==> src/common/scb_pkg.sv <==
// Purpose: constants and carrier types for the type-B switched-cap control-0 bank
// Assumes: 100 MHz system clock; phase clocks arrive as pins from the column clocking
// Notes: four blocks, one control-0 register each
// Overview of operation
// - feedback capacitor is 16 units when bit 7 is 0, 32 when 1.
// - phase swap 0 uses external first phase, 1 uses external second phase.
// - with swap 0 and hold disable off, enabled output drives output bus only in second half of second phase.
// - phase swap 1 lets the output drive for the whole second phase.
// - global sample-hold disable lets every enabled output drive all second phase.
// - comparator captured on one falling phase, presented on other rising phase.
// - swap 0 captures falling second, presents rising first; swap 1 reversed.
// - polarity 0 samples input on phase one, reference on two; 1 swaps.
// - bits 4..0 are a binary count of A-branch unit capacitors, 0 to 31.
// - registers at 84h, 8Ch, 90h, 98h, read-write, zero after reset.
package scb_pkg;
  localparam int NUM_BLOCKS = 4;
  localparam int ADDR_W = 8;
  localparam int DATA_W = 8;
  localparam logic [ADDR_W-1:0] ADDR_BLOCK11 = 8'h84;
  localparam logic [ADDR_W-1:0] ADDR_BLOCK13 = 8'h8C;
  localparam logic [ADDR_W-1:0] ADDR_BLOCK20 = 8'h90;
  localparam logic [ADDR_W-1:0] ADDR_BLOCK22 = 8'h98;
  localparam logic [DATA_W-1:0] CTRL0_RESET = 8'h00;
  localparam int FEEDBACK_SIZE_POS = 7;
  localparam int PHASE_SWAP_POS = 6;
  localparam int INPUT_POLARITY_POS = 5;
  localparam int A_SIZE_MSB = 4;
  localparam logic [5:0] FEEDBACK_UNITS_SMALL = 6'h10;
  localparam logic [5:0] FEEDBACK_UNITS_LARGE = 6'h20;
  localparam logic [DATA_W-1:0] UNMAPPED_READ = 8'h00;

  typedef struct packed {
    logic feedback_size_bit;
    logic phase_swap_bit;
    logic input_polarity_bit;
    logic [4:0] a_branch_size_field;
  } scb_ctrl0_t;

  typedef struct packed {
    logic [5:0] feedback_units;
    logic [4:0] a_branch_units;
    logic int_phase1;
    logic int_phase2;
    logic sample_input;
    logic sample_reference;
    logic out_bus_connect;
  } scb_phasing_t;
endpackage

==> src/core/scb_control0_bank.sv <==
// Purpose: control-0 registers of four type-B switched-cap blocks and their phasing logic
// Assumes: phase clocks and comparator results are asynchronous pins, sampled here
// Notes: phase edges are seen a few system clocks late; the analog switches tolerate that
//
// Implementation choice: the plain strobed port.
`timescale 1ns/100ps
module scb_control0_bank #(
  parameter int HALF_COUNT_W = 8
) (
  input wire logic CLOCK,
  input wire logic RSTN,
  input wire logic CLK_EN,
  input wire logic [scb_pkg::ADDR_W-1:0] ADDR,
  input wire logic [scb_pkg::DATA_W-1:0] WDATA,
  input wire logic WR,
  input wire logic RD,
  output logic [scb_pkg::DATA_W-1:0] RDATA,
  input wire logic FIRST_PHASE_CLOCK,
  input wire logic SECOND_PHASE_CLOCK,
  input wire logic SAMPLE_HOLD_DISABLE,
  input wire logic [scb_pkg::NUM_BLOCKS-1:0] COLUMN_BUS_DRIVE,
  input wire logic [scb_pkg::NUM_BLOCKS-1:0] COMPARATOR_IN,
  output logic [scb_pkg::NUM_BLOCKS-1:0] COMPARATOR_COLUMN_BUS,
  output scb_pkg::scb_phasing_t PHASING [scb_pkg::NUM_BLOCKS]
);
  import scb_pkg::*;

  // a counter narrower than two bits cannot split a second phase into halves,
  // so such a width is refused while the design is built
  generate
    if (HALF_COUNT_W < 2) begin : g_bad_width
      $error("HALF_COUNT_W too small");
    end
  endgenerate

  scb_ctrl0_t ctrl_sw [NUM_BLOCKS];
  scb_ctrl0_t ctrl_act [NUM_BLOCKS];
  logic [2:0] p1_sync;
  logic [2:0] p2_sync;
  logic [2:0] shd_sync;
  logic p1;
  logic p2;
  logic p1_q;
  logic p2_q;
  logic shd;
  logic [NUM_BLOCKS-1:0] cmp_s1;
  logic [NUM_BLOCKS-1:0] cmp_s2;
  logic [NUM_BLOCKS-1:0] cmp_s3;
  logic [NUM_BLOCKS-1:0] cmp_stable;
  logic [HALF_COUNT_W-1:0] p2_len;
  logic [HALF_COUNT_W-1:0] p2_cnt;
  logic [NUM_BLOCKS-1:0] hit;
  logic [NUM_BLOCKS-1:0] cmp_capt;
  logic [DATA_W-1:0] next_rdata;
  logic p1_rise;
  logic p1_fall;
  logic p2_rise;
  logic p2_fall;
  logic boundary;

  // address decode, one hit line per block
  always_comb begin
    hit[0] = (ADDR == ADDR_BLOCK11);
    hit[1] = (ADDR == ADDR_BLOCK13);
    hit[2] = (ADDR == ADDR_BLOCK20);
    hit[3] = (ADDR == ADDR_BLOCK22);
  end

  // phase pins pass three flops; a change counts once the last two agree
  always_ff @(posedge CLOCK or negedge RSTN) begin
    if (!RSTN) begin
      p1_sync <= 3'h0;
      p2_sync <= 3'h0;
      shd_sync <= 3'h0;
      p1 <= 1'b0;
      p2 <= 1'b0;
      shd <= 1'b0;
    end else if (CLK_EN) begin
      p1_sync <= {p1_sync[1:0], FIRST_PHASE_CLOCK};
      p2_sync <= {p2_sync[1:0], SECOND_PHASE_CLOCK};
      shd_sync <= {shd_sync[1:0], SAMPLE_HOLD_DISABLE};
      if (p1_sync[1] == p1_sync[2]) p1 <= p1_sync[2];
      if (p2_sync[1] == p2_sync[2]) p2 <= p2_sync[2];
      if (shd_sync[1] == shd_sync[2]) shd <= shd_sync[2];
    end
  end

  // delayed copies for edge detection on the filtered phases
  always_ff @(posedge CLOCK or negedge RSTN) begin
    if (!RSTN) begin
      p1_q <= 1'b0;
      p2_q <= 1'b0;
    end else if (CLK_EN) begin
      p1_q <= p1;
      p2_q <= p2;
    end
  end

  assign p1_rise = p1 & ~p1_q;
  assign p1_fall = ~p1 & p1_q;
  assign p2_rise = p2 & ~p2_q;
  assign p2_fall = ~p2 & p2_q;
  // any phase edge is a boundary; settings never change mid-phase
  assign boundary = p1_rise | p1_fall | p2_rise | p2_fall;

  // comparator pins, same three-flop treatment per block
  always_ff @(posedge CLOCK or negedge RSTN) begin
    if (!RSTN) begin
      cmp_s1 <= '0;
      cmp_s2 <= '0;
      cmp_s3 <= '0;
      cmp_stable <= '0;
    end else if (CLK_EN) begin
      cmp_s1 <= COMPARATOR_IN;
      cmp_s2 <= cmp_s1;
      cmp_s3 <= cmp_s2;
      cmp_stable <= (cmp_s2 & cmp_s3) | (cmp_stable & (cmp_s2 | cmp_s3));
    end
  end

  // the length of the last second phase sets where its second half starts
  // the count is cleared while the phase is low, not at its rising edge:
  // clearing on the edge would leave the old, large count visible for one
  // cycle and connect the bus for a moment at the start of the phase
  // limitation: the half point lags one phase, so a phase that shrinks connects late, and one
  // under half the last length never connects; the first phase after reset connects throughout
  always_ff @(posedge CLOCK or negedge RSTN) begin
    if (!RSTN) begin
      p2_cnt <= '0;
      p2_len <= '0;
    end else if (CLK_EN) begin
      if (!p2) begin
        p2_cnt <= '0;
      end else if (p2_cnt != '1) begin
        p2_cnt <= p2_cnt + 1'b1; // saturates on very long phases
      end
      if (p2_fall) p2_len <= p2_cnt;
    end
  end

  // registered read data; the software and internal copies live in the per-block generate
  always_ff @(posedge CLOCK or negedge RSTN) begin
    if (!RSTN) begin
      RDATA <= UNMAPPED_READ;
    end else if (CLK_EN) begin
      RDATA <= next_rdata;
    end
  end

  // read mux; any cycle without a mapped read returns the idle value
  always_comb begin
    next_rdata = UNMAPPED_READ;
    if (RD) begin
      for (int i = 0; i < NUM_BLOCKS; i++) begin
        if (hit[i]) next_rdata = ctrl_sw[i];
      end
    end
  end

  // an unmapped read answers with the idle value
  a_read_unmapped: assert property (@(posedge CLOCK) disable iff (!RSTN)
    (CLK_EN && RD && !(|hit)) |=> RDATA == UNMAPPED_READ)
    else $error("unmapped read returned data");

  // read data stand for one cycle only
  a_read_idle: assert property (@(posedge CLOCK) disable iff (!RSTN)
    (CLK_EN && !RD) |=> RDATA == UNMAPPED_READ)
    else $error("read data held past one cycle");

  genvar g;
  generate
    for (g = 0; g < NUM_BLOCKS; g++) begin : blk
      logic int1;
      logic int2;
      logic second_half;
      logic capt_ev;
      logic pres_ev;

      // register write; zero after reset
      always_ff @(posedge CLOCK or negedge RSTN) begin
        if (!RSTN) begin
          ctrl_sw[g] <= CTRL0_RESET;
        end else if (CLK_EN && WR && hit[g]) begin
          ctrl_sw[g] <= WDATA;
        end
      end

      // active copy only moves at a phase boundary so one phase sees one setting
      always_ff @(posedge CLOCK or negedge RSTN) begin
        if (!RSTN) begin
          ctrl_act[g] <= CTRL0_RESET;
        end else if (CLK_EN && boundary) begin
          ctrl_act[g] <= ctrl_sw[g];
        end
      end

      // internal phases follow the swap bit
      assign int1 = ctrl_act[g].phase_swap_bit ? p2 : p1;
      assign int2 = ctrl_act[g].phase_swap_bit ? p1 : p2;
      assign second_half = (p2_cnt >= (p2_len >> 1));

      // capture and present edges depend on the swap bit
      assign capt_ev = ctrl_act[g].phase_swap_bit ? p1_fall : p2_fall;
      assign pres_ev = ctrl_act[g].phase_swap_bit ? p2_rise : p1_rise;

      // two-step latch: bus holds between presentation events
      always_ff @(posedge CLOCK or negedge RSTN) begin
        if (!RSTN) begin
          cmp_capt[g] <= 1'b0;
          COMPARATOR_COLUMN_BUS[g] <= 1'b0;
        end else if (CLK_EN) begin
          if (capt_ev) cmp_capt[g] <= cmp_stable[g];
          if (pres_ev) COMPARATOR_COLUMN_BUS[g] <= cmp_capt[g];
        end
      end

      // registered phasing outputs
      always_ff @(posedge CLOCK or negedge RSTN) begin
        if (!RSTN) begin
          PHASING[g] <= '0;
        end else if (CLK_EN) begin
          PHASING[g].feedback_units <= ctrl_act[g].feedback_size_bit ?
            FEEDBACK_UNITS_LARGE : FEEDBACK_UNITS_SMALL;
          PHASING[g].a_branch_units <= ctrl_act[g].a_branch_size_field;
          PHASING[g].int_phase1 <= int1;
          PHASING[g].int_phase2 <= int2;
          PHASING[g].sample_input <= ctrl_act[g].input_polarity_bit ? int2 : int1;
          PHASING[g].sample_reference <= ctrl_act[g].input_polarity_bit ? int1 : int2;
          // early part of a plain second phase is left floating so glitches never reach the bus
          PHASING[g].out_bus_connect <= COLUMN_BUS_DRIVE[g] && int2 &&
            (second_half || ctrl_act[g].phase_swap_bit || shd);
        end
      end

      // output never connects outside the internal second phase
      a_bus_phase2: assert property (@(posedge CLOCK) disable iff (!RSTN)
        PHASING[g].out_bus_connect |-> $past(int2))
        else $error("bus connected outside phase two");

      // in the first half of a plain second phase the bus is left floating
      a_first_float: assert property (@(posedge CLOCK) disable iff (!RSTN)
        (CLK_EN && !second_half && !ctrl_act[g].phase_swap_bit && !shd)
        |=> !PHASING[g].out_bus_connect)
        else $error("bus connected in first half");

      // an enabled output drives in the second half of its second phase
      a_late_drive: assert property (@(posedge CLOCK) disable iff (!RSTN)
        (CLK_EN && COLUMN_BUS_DRIVE[g] && int2 && second_half)
        |=> PHASING[g].out_bus_connect)
        else $error("bus not connected in second half");

      // a block that is not enabled onto the bus never connects
      a_drive_off: assert property (@(posedge CLOCK) disable iff (!RSTN)
        (CLK_EN && !COLUMN_BUS_DRIVE[g]) |=> !PHASING[g].out_bus_connect)
        else $error("disabled output connected");

      // a swapped block drives for the whole of its second phase
      a_swap_full: assert property (@(posedge CLOCK) disable iff (!RSTN)
        (CLK_EN && COLUMN_BUS_DRIVE[g] && int2 && ctrl_act[g].phase_swap_bit)
        |=> PHASING[g].out_bus_connect)
        else $error("swapped block not driving whole phase two");

      // global hold disable lets every enabled output drive the whole phase
      a_shd_full: assert property (@(posedge CLOCK) disable iff (!RSTN)
        (CLK_EN && COLUMN_BUS_DRIVE[g] && int2 && shd) |=> PHASING[g].out_bus_connect)
        else $error("hold disable ignored");

      // internal first phase follows the swap bit
      a_int_first: assert property (@(posedge CLOCK) disable iff (!RSTN)
        $past(CLK_EN) |-> PHASING[g].int_phase1 ==
        ($past(ctrl_act[g].phase_swap_bit) ? $past(p2) : $past(p1)))
        else $error("internal first phase wrong");

      // internal second phase is always the other external phase
      a_int_second: assert property (@(posedge CLOCK) disable iff (!RSTN)
        $past(CLK_EN) |-> PHASING[g].int_phase2 ==
        ($past(ctrl_act[g].phase_swap_bit) ? $past(p1) : $past(p2)))
        else $error("internal second phase wrong");

      // comparator bus holds between presentation events
      a_cmp_hold: assert property (@(posedge CLOCK) disable iff (!RSTN)
        !$past(pres_ev) |-> $stable(COMPARATOR_COLUMN_BUS[g]))
        else $error("comparator bus moved without presentation");

      // the captured value only moves on a capture event
      a_capt_hold: assert property (@(posedge CLOCK) disable iff (!RSTN)
        !(CLK_EN && capt_ev) |=> $stable(cmp_capt[g]))
        else $error("comparator capture moved without event");

      // capture takes the filtered comparator level
      a_capt_event: assert property (@(posedge CLOCK) disable iff (!RSTN)
        (CLK_EN && capt_ev) |=> cmp_capt[g] == $past(cmp_stable[g]))
        else $error("comparator not captured");

      // presentation moves the captured value onto the bus
      a_cmp_present: assert property (@(posedge CLOCK) disable iff (!RSTN)
        (CLK_EN && pres_ev) |=> COMPARATOR_COLUMN_BUS[g] == $past(cmp_capt[g]))
        else $error("comparator bus not presented");

      // feedback capacitor size follows its bit
      a_fb_size: assert property (@(posedge CLOCK) disable iff (!RSTN)
        CLK_EN ##1 1'b1 |-> PHASING[g].feedback_units ==
        ($past(ctrl_act[g].feedback_size_bit) ? FEEDBACK_UNITS_LARGE : FEEDBACK_UNITS_SMALL))
        else $error("feedback size wrong");

      // input sampling phase follows the polarity bit
      a_polarity: assert property (@(posedge CLOCK) disable iff (!RSTN)
        CLK_EN ##1 1'b1 |-> PHASING[g].sample_input ==
        ($past(ctrl_act[g].input_polarity_bit) ? $past(int2) : $past(int1)))
        else $error("input sampling phase wrong");

      // reference is sampled on the other internal phase
      a_ref_phase: assert property (@(posedge CLOCK) disable iff (!RSTN)
        $past(CLK_EN) |-> PHASING[g].sample_reference ==
        ($past(ctrl_act[g].input_polarity_bit) ? $past(int1) : $past(int2)))
        else $error("reference sampling phase wrong");

      // branch size is a plain count of units
      a_a_branch_size_field_units: assert property (@(posedge CLOCK) disable iff (!RSTN)
        CLK_EN ##1 1'b1 |-> PHASING[g].a_branch_units ==
        $past(ctrl_act[g].a_branch_size_field))
        else $error("a branch size wrong");

      // settings only move at a phase boundary
      a_act_boundary: assert property (@(posedge CLOCK) disable iff (!RSTN)
        !$past(boundary) |-> $stable(ctrl_act[g]))
        else $error("settings changed mid phase");

      // at a boundary the active copy takes the software value
      a_act_copy: assert property (@(posedge CLOCK) disable iff (!RSTN)
        (CLK_EN && boundary) |=> ctrl_act[g] == $past(ctrl_sw[g]))
        else $error("settings not applied at boundary");

      // a mapped write is stored
      a_write_store: assert property (@(posedge CLOCK) disable iff (!RSTN)
        (CLK_EN && WR && hit[g]) |=> ctrl_sw[g] == $past(WDATA))
        else $error("register write lost");

      // with the clock enable low the register is frozen
      a_write_frozen: assert property (@(posedge CLOCK) disable iff (!RSTN)
        !CLK_EN |=> $stable(ctrl_sw[g]))
        else $error("register moved while frozen");

      // a read right behind a write returns the new value
      a_write_read: assert property (@(posedge CLOCK) disable iff (!RSTN)
        (CLK_EN && WR && hit[g]) ##1 (CLK_EN && RD && hit[g] && !WR)
        |=> RDATA == $past(WDATA, 2))
        else $error("register readback wrong");
    end
  endgenerate
endmodule

==> config.mk <==
export PLATFORM = sky130hd
export DESIGN_NAME = scb_control0_bank
export DESIGN_NICKNAME = d
export VERILOG_FILES = /design/src/common/scb_pkg.sv /design/src/core/scb_control0_bank.sv
export SDC_FILE = /design/constraint.sdc
export NUM_CORES = 1
export LEC_CHECK = 0
export ABC_AREA = 1
export BUFFER_PORTS_ARGS = -buffer_cell sky130_fd_sc_hd__buf_2
export CORE_AREA = 4 4 138 107
export DETAILED_ROUTE_END_ITERATION = 8
export DIE_AREA = 0 0 142 111
export PLACE_DENSITY = 0.8
export SLEW_MARGIN = 10
export SYNTH_ARGS = -nofsm -noshare
export SYNTH_HDL_FRONTEND = slang
export SYNTH_SLANG_ARGS = --single-unit
export TNS_END_PERCENT = 50
==> constraint.sdc <==
create_clock -name CLOCK -period 5.55 [get_ports CLOCK]
set_clock_uncertainty 0.1 [all_clocks]
set_input_delay 1.11 -clock CLOCK [delete_from_list [all_inputs] [get_ports CLOCK]]
set_output_delay 1.11 -clock CLOCK [all_outputs]
set_load 0.02 [all_outputs]
==> results of run 1 <==
-- logic make-up (layout without fill, tap and decap cells) --
group,after synthesis,count (layout)
other,1,16
adders and majority gates,10,10
muxes,12,12
buffers and inverters,144,220
and+or+nand+nor,404,404
AOI/OAI and AO/OA,154,154
xor gates and xnor gates,1,1
DFF,173,173
-- power by group through the flow --
stage          combinational [mW]  sequential [mW]  clock, mW
2_1_floorplan               0.310             1.63          0
5_1_grt                     0.622             1.60       1.25
4_1_cts                     0.556             1.57       1.19
6_report                    0.550             1.58       1.17
3_3_place_gp                0.532             1.59          0
3_5_place_dp                0.547             1.59          0
-- tightest hold or removal path, cell delays in order, from the launching register on --
cell and delay [ps]:
dfrtp_1 340, nand2_1 50, nand2_1 50
-- final cells by class --
| cell class | count | share of cell area, % |
|---|---|---|
| Clock buffer | 18 | 4.93 |
| Clock inverter | 14 | 1.57 |
| Inverter | 93 | 3.94 |
| Multi-Input combinational cell | 597 | 33.0 |
| Sequential cell | 173 | 48.6 |
| Tap cell | 175 | 2.46 |
| Timing Repair Buffer | 95 | 5.52 |
-- synthesized netlist by cell type (2+ instances only) --
cell      instances  share of area (%)
nor2_8            2               0.51
nand2_1         297                 14
nand2_4           3               0.43
o221ai_1          2               0.22
buf_1             3               0.14
o21ai_2          15                1.7
o211ai_1         12                1.1
buf_6             4               0.57
buf_4            19                1.8
mux2_2           11                1.6
buf_2            13               0.82
nand4_1           4               0.32
o21ai_0          97                6.2
a21oi_1          19                1.2
nand3_1          38                2.4
or2_2             2               0.16
ha_1             10                1.6
clkbuf_1         10               0.48
o21a_1            2               0.19
nor2_1           42                2.0
inv_1            86                4.1
clkinv_1          2              0.095
nand2_2           8               0.63
nor3_4            3               0.62
o21ai_1           6               0.38
dfrtp_1         173                 55
inv_2             4               0.19
-- cells in the final DEF, fill, tap and decap left out, types with 8 or more instances in the layout --
| cell | n |
|---|---|
| o21ai_0 | 97 |
| nand2_1 | 297 |
| clkbuf_16 | 17 |
| mux2_2 | 11 |
| ha_1 | 10 |
| nand3_1 | 38 |
| a21oi_1 | 19 |
| nand2_2 | 8 |
| conb_1 | 16 |
| o211ai_1 | 12 |
| buf_2 | 90 |
| inv_1 | 85 |
| o21ai_2 | 15 |
| nor2_1 | 42 |
| dfrtp_1 | 173 |
-- final timing paths --
kind	to	from
max in group asynchronous	ctrl_sw[24]	RSTN
min in group asynchronous	cmp_s3[0]	RSTN
max reg2reg	ctrl_act[12]	p2
min reg2reg	PHASING[38]	PHASING[38]
max	ctrl_sw[10]	CLK_EN
min	PHASING[38]	PHASING[38]
-- state kept, by name (all words and copies together), names as in the netlist, 7 cells and up --
register / flops
ctrl_sw: 32
RDATA: 8
p2_cnt: 8
PHASING: 48
ctrl_act: 32
p2_len: 7
-- metrics by stage --
step                      hold slack (ps)  util, %  cells  cell area (um^2)
after global routing                  398     66.2   1165              8910
after CTS                             371     66.2   1165              8910
after detailed placement              354     61.9   1133              8340
final                                 370     66.2   1165              8910
after floorplan                       342        -    914              7950
after global placement                354     61.9   1133              8340
-- metal layers --
layer | routed length, um | vias up | share of wire (%) | global-route usage [%]
met4 | 278 | 0 | 1.6 | 7.03
met3 | 1320 | 23 | 7.6 | 4.53
li1 | - | 2992 | - | -
met5 | 0 | - | 0 | 0
met1 | 8200 | 2913 | 47 | 35.4
met2 | 7700 | 240 | 44 | 32.9
==> metrics, run 1 <==
clk sink count 173; layout cells sized above 1 18.3%; Synth Area in Compound Gates 11.2%; DRC 0; Clock Path Buffers 2; cells along the critical path buf_2 > buf_4 > nand2_2 > inv_1 > nand4_4 > nand2_1 > o21ai_0; die area 15,800 um^2; Internal Power 2.23 mW; htree depth 4; synthesized-area fraction occupied by adder cells 1.59%; Reg2Reg Setup Slack 3060 ps; Slew HR 40.9%; Post-synth EDFFs 0; die height 111 um; total negative slack 0 ps; Seq/Total Area, Yosys 54.9%; WS Path Type input port to register; Clock Tree Root clkbuf_16; fin crit period 2950 ps; VDD IR-drop max 277 uV; CTS tree built; FF/Latch Area 4330 um^2; WP data required 5740 ps; post-synthesis simple-gate area fraction 22.0%; first-pass GRT wire length 29,000 um; YS warnings 0; IO Count 108; post-synthesis xor/xnor area fraction 0.111%; hold depth 2; Main synth FF type dfrtp_1; fill cell count 1,063; Synth Cell Area 7890 um^2; antenna diode count 0; area of the multi-input gates 2940 um^2; Rows 37; Reg2Reg Depth 5; class of the worst hold path register to register; max incr delay on CP 560 ps; vias in the first global route 5,863; number of port buffers 91; largest net degree at the start of global routing 94; via count 6,168; Max Cap Viol 0; dpl ws 2240 ps; Syn Inst Count 899; CP Max Fanout 40; router iterations before antenna repair 6; Final WS setup 2600 ps; Clk Latency, worst-skew pair 430 ps; Pwr Total 3.30 mW; CP Launch Type input port; Final Hold Viols 0; Clock transition at path regs 70 ps; CP endpoint kind register; DPL Wire Length 11,700 um; via density per instance 5.29; Post-Route WL 17,500 um; wire per inst 15.0 um; Sw Share 32.3%; Final period util 53.1%; initial antenna violation count 0; Initial Utilization 58.6%; total CTS buffers 17; Leak 4.72 nW; GPL Wtd Cong 0.857; Nets 1,019; mux share of post-synthesis cell area 1.71%; outcome finished clean; largest delay contributor family on the critical path buffers and inverters; Die X 142 um; Worst Path Buf+Inv 3; final antenna-violating net count 0; GR Util All Layers 23.0%; Arrival @ worst endpoint 3140 ps; RSZ-0062 raised after global routing no; Slew Viols, Final 0; # Post-CTS Setup Buffers 0; PwrDens 370 nW/um^2; CTS resizes 0; Critical Path Slowest Stage Cell buf_2; Post-synth ARST share 100%; FMAX 339 MHz; Combinational Power Share 16.7%; Area Growth Syn to Fin 13.0%; critical path depth 7; Switch Pwr 1.07 mW; Post-CTS Hold Buffers 0; clock power share 35.5%; Final Setup Violations 0; DRT iter0 DRCs 598; syn avg cell area 8.78 um^2; worst slew pin tran 883 ps; sequential share of power 47.8%; largest family of logic cells by synthesized area simple AND/OR/NAND/NOR gates; #FFs+latches synth 173; post-synth cell types 39; core area 13,500 um^2; Remaining Overflow, GRT 0
Note: power is estimated with default switching activity, not from simulation.
==> run 2: changes to the inputs <==
Settings changed: CORE_AREA 4 4 138 107 to 4 4 148 114, DIE_AREA 0 0 142 111 to 0 0 152 118, PLACE_DENSITY 0.8 to 0.74.
Clock period 5.55 ns to 2.55 ns, I/O delays scaled along.
==> run 2 against run 1 <==
  * Sequential cell count unchanged
  * Sequential share of layout area decreased by 0.87 points
  * Register-to-register slack got worse by 2500 ps
  * Non-clock buffer count increased by 6
  * Sequential power increased by 120%
  * First-iteration DRC count decreased by 13%
  * Final cell count increased by 3.1%
  * Wire length increased by 2.6%
  * Count of clock-buffer cells in the layout increased by 2
  * Total power increased by 120%
  * Worst hold slack got worse by 190 ps
  * Die area increased by 14%
  * Critical path type is now register to register
  * Critical endpoint is now ctrl_act[17]
==> metrics, run 2 (same netlist as run 1, synthesis figures left out) <==
uppermost layer routed met4; Nets 1,025; VDD IR-drop max 617 uV; Arrival @ worst endpoint 2200 ps; antenna diode count 0; Clk Latency, worst-skew pair 430 ps; vias in the first global route 5,798; initial antenna violation count 0; met3 routed WL 1210 um; class of the worst hold path input port to register; Final period util 78.1%; RSZ-0062 raised after global routing no; Area Growth Syn to Fin 15.0%; Final WS setup 559 ps; WP data required 2760 ps; Die X 152 um; Sw Share 29.9%; Slew Viols, Final 0; layout cells sized above 1 18.6%; largest delay contributor family on the critical path flip-flops; die area 17,900 um^2; number of port buffers 91; router iterations before antenna repair 5; CTS resizes 0; dpl ws 478 ps; first-pass GRT wire length 30,200 um; Combinational Power Share 16.6%; Worst Path Buf+Inv 2; Leak 4.77 nW; max incr delay on CP 500 ps; die height 118 um; Critical Path Slowest Stage Cell dfrtp_1; CTS tree built; Switch Pwr 2.19 mW; max FFs per register 48; DRT iter0 DRCs 519; Slew HR 59.3%; Cell Area, Placed 8450 um^2; fin area 9080 um^2; IO Count 108; wire length on met1 8770 um; Clock transition at path regs 70 ps; Placed Cells 1,168; total negative slack 0 ps; GPL Wtd Cong 0.877; Post-Route WL 18,000 um; final antenna-violating net count 0; DRC 0; Final Setup Violations 0; Clock Path Buffers 2; DPL Wire Length 12,500 um; clk sink count 173; via density per instance 5.12; largest net degree at the start of global routing 57; sequential share of power 46.6%; biggest regs PHASING (48), ctrl_act (32), ctrl_sw (32); Final Util 59.6%; FMAX 502 MHz; Max Cap Viol 0; WS Path Type register to register; wire per inst 14.9 um; Internal Power 5.14 mW; worst slew pin tran 610 ps; # Post-CTS Setup Buffers 0; Initial Utilization 51.8%; commonest non-fill, non-tap cell in the layout nand2_1; outcome finished clean; clock power share 36.7%; total CTS buffers 17; core area 15,200 um^2; cells along the critical path inv_1 > ha_1 > nand3_1 > nand2_2 > buf_12 > mux2_2; Rows 39; htree depth 4; post-route non-filler standard cell count 1,201; Reg with most FFs PHASING; GR Util All Layers 20.7%; via count 6,147; met2 WL post-DR 7790 um; CP Launch Type register; fin crit period 1990 ps; Remaining Overflow, GRT 0; PwrDens 807 nW/um^2; most frequent cells in the layout 297 x nand2_1, 173 x dfrtp_1, 97 x o21ai_0, 90 x buf_2, 85 x inv_1; CP endpoint kind register; Clock Tree Root clkbuf_16; CP Max Fanout 52; Final Hold Viols 0
## run 2: area by class of cell
class	count	area, um^2
Fill cell	1316	6150
Sequential cell	173	4330
Clock buffer	20	457
Timing Repair Buffer	101	577
Multi-Input combinational cell	597	2940
Clock inverter	12	163
Inverter	93	352
Tap cell	205	256
## run 2: power groups by stage
stage / Sequential, mW / Combinational [mW] / Clock (mW)
2_1_floorplan: 3.55 / 0.675 / 0
3_3_place_gp: 3.46 / 1.19 / 0
3_5_place_dp: 3.46 / 1.22 / 0
4_1_cts: 3.42 / 1.24 / 2.73
5_1_grt: 3.47 / 1.39 / 2.86
6_report: 3.42 / 1.22 / 2.69
## run 2: repair_timing
item | 4_1_cts | 5_1_grt
endpoints found under the hold margin | 43 | 0
hold buffers | 1 | 0
endpoints found under the setup margin | 0 | 0
## run 2: final timing paths
kind | slack (ps) | start | to | depth (start not counted)
hold reg to reg | 370 | PHASING[37] | PHASING[37] | 2
hold / removal | 180 | COMPARATOR_IN[2] | cmp_s1[2] | 3
setup reg to reg | 560 | p1 | ctrl_act[17] | 6
setup / recovery | 560 | p1 | ctrl_act[17] | 6
max in group asynchronous | 1100 | RSTN | PHASING[41] | 3
min in group asynchronous | 480 | RSTN | p2_len[5] | 2
## run 2: worst reg2reg max path, stage by stage, from the launching register on
cell and delay (ps):
dfrtp_1 500, inv_1 160, ha_1 300, nand3_1 90
nand2_2 90, buf_12 230, mux2_2 410
## run 2: stage by stage
stage | total power, mW | hold slack [ps]
5_1_grt | 7.72 | 181
3_3_place_gp | 4.65 | 353
4_1_cts | 7.39 | 166
2_1_floorplan | 4.23 | 114
6_report | 7.33 | 182
3_5_place_dp | 4.69 | 354
## run 2: routing by layer
metal,GRT usage (%),up-vias
met3,3.97,18
met2,29.4,203
met1,31.9,2926
met5,0,-
li1,-,3000
met4,6.51,0
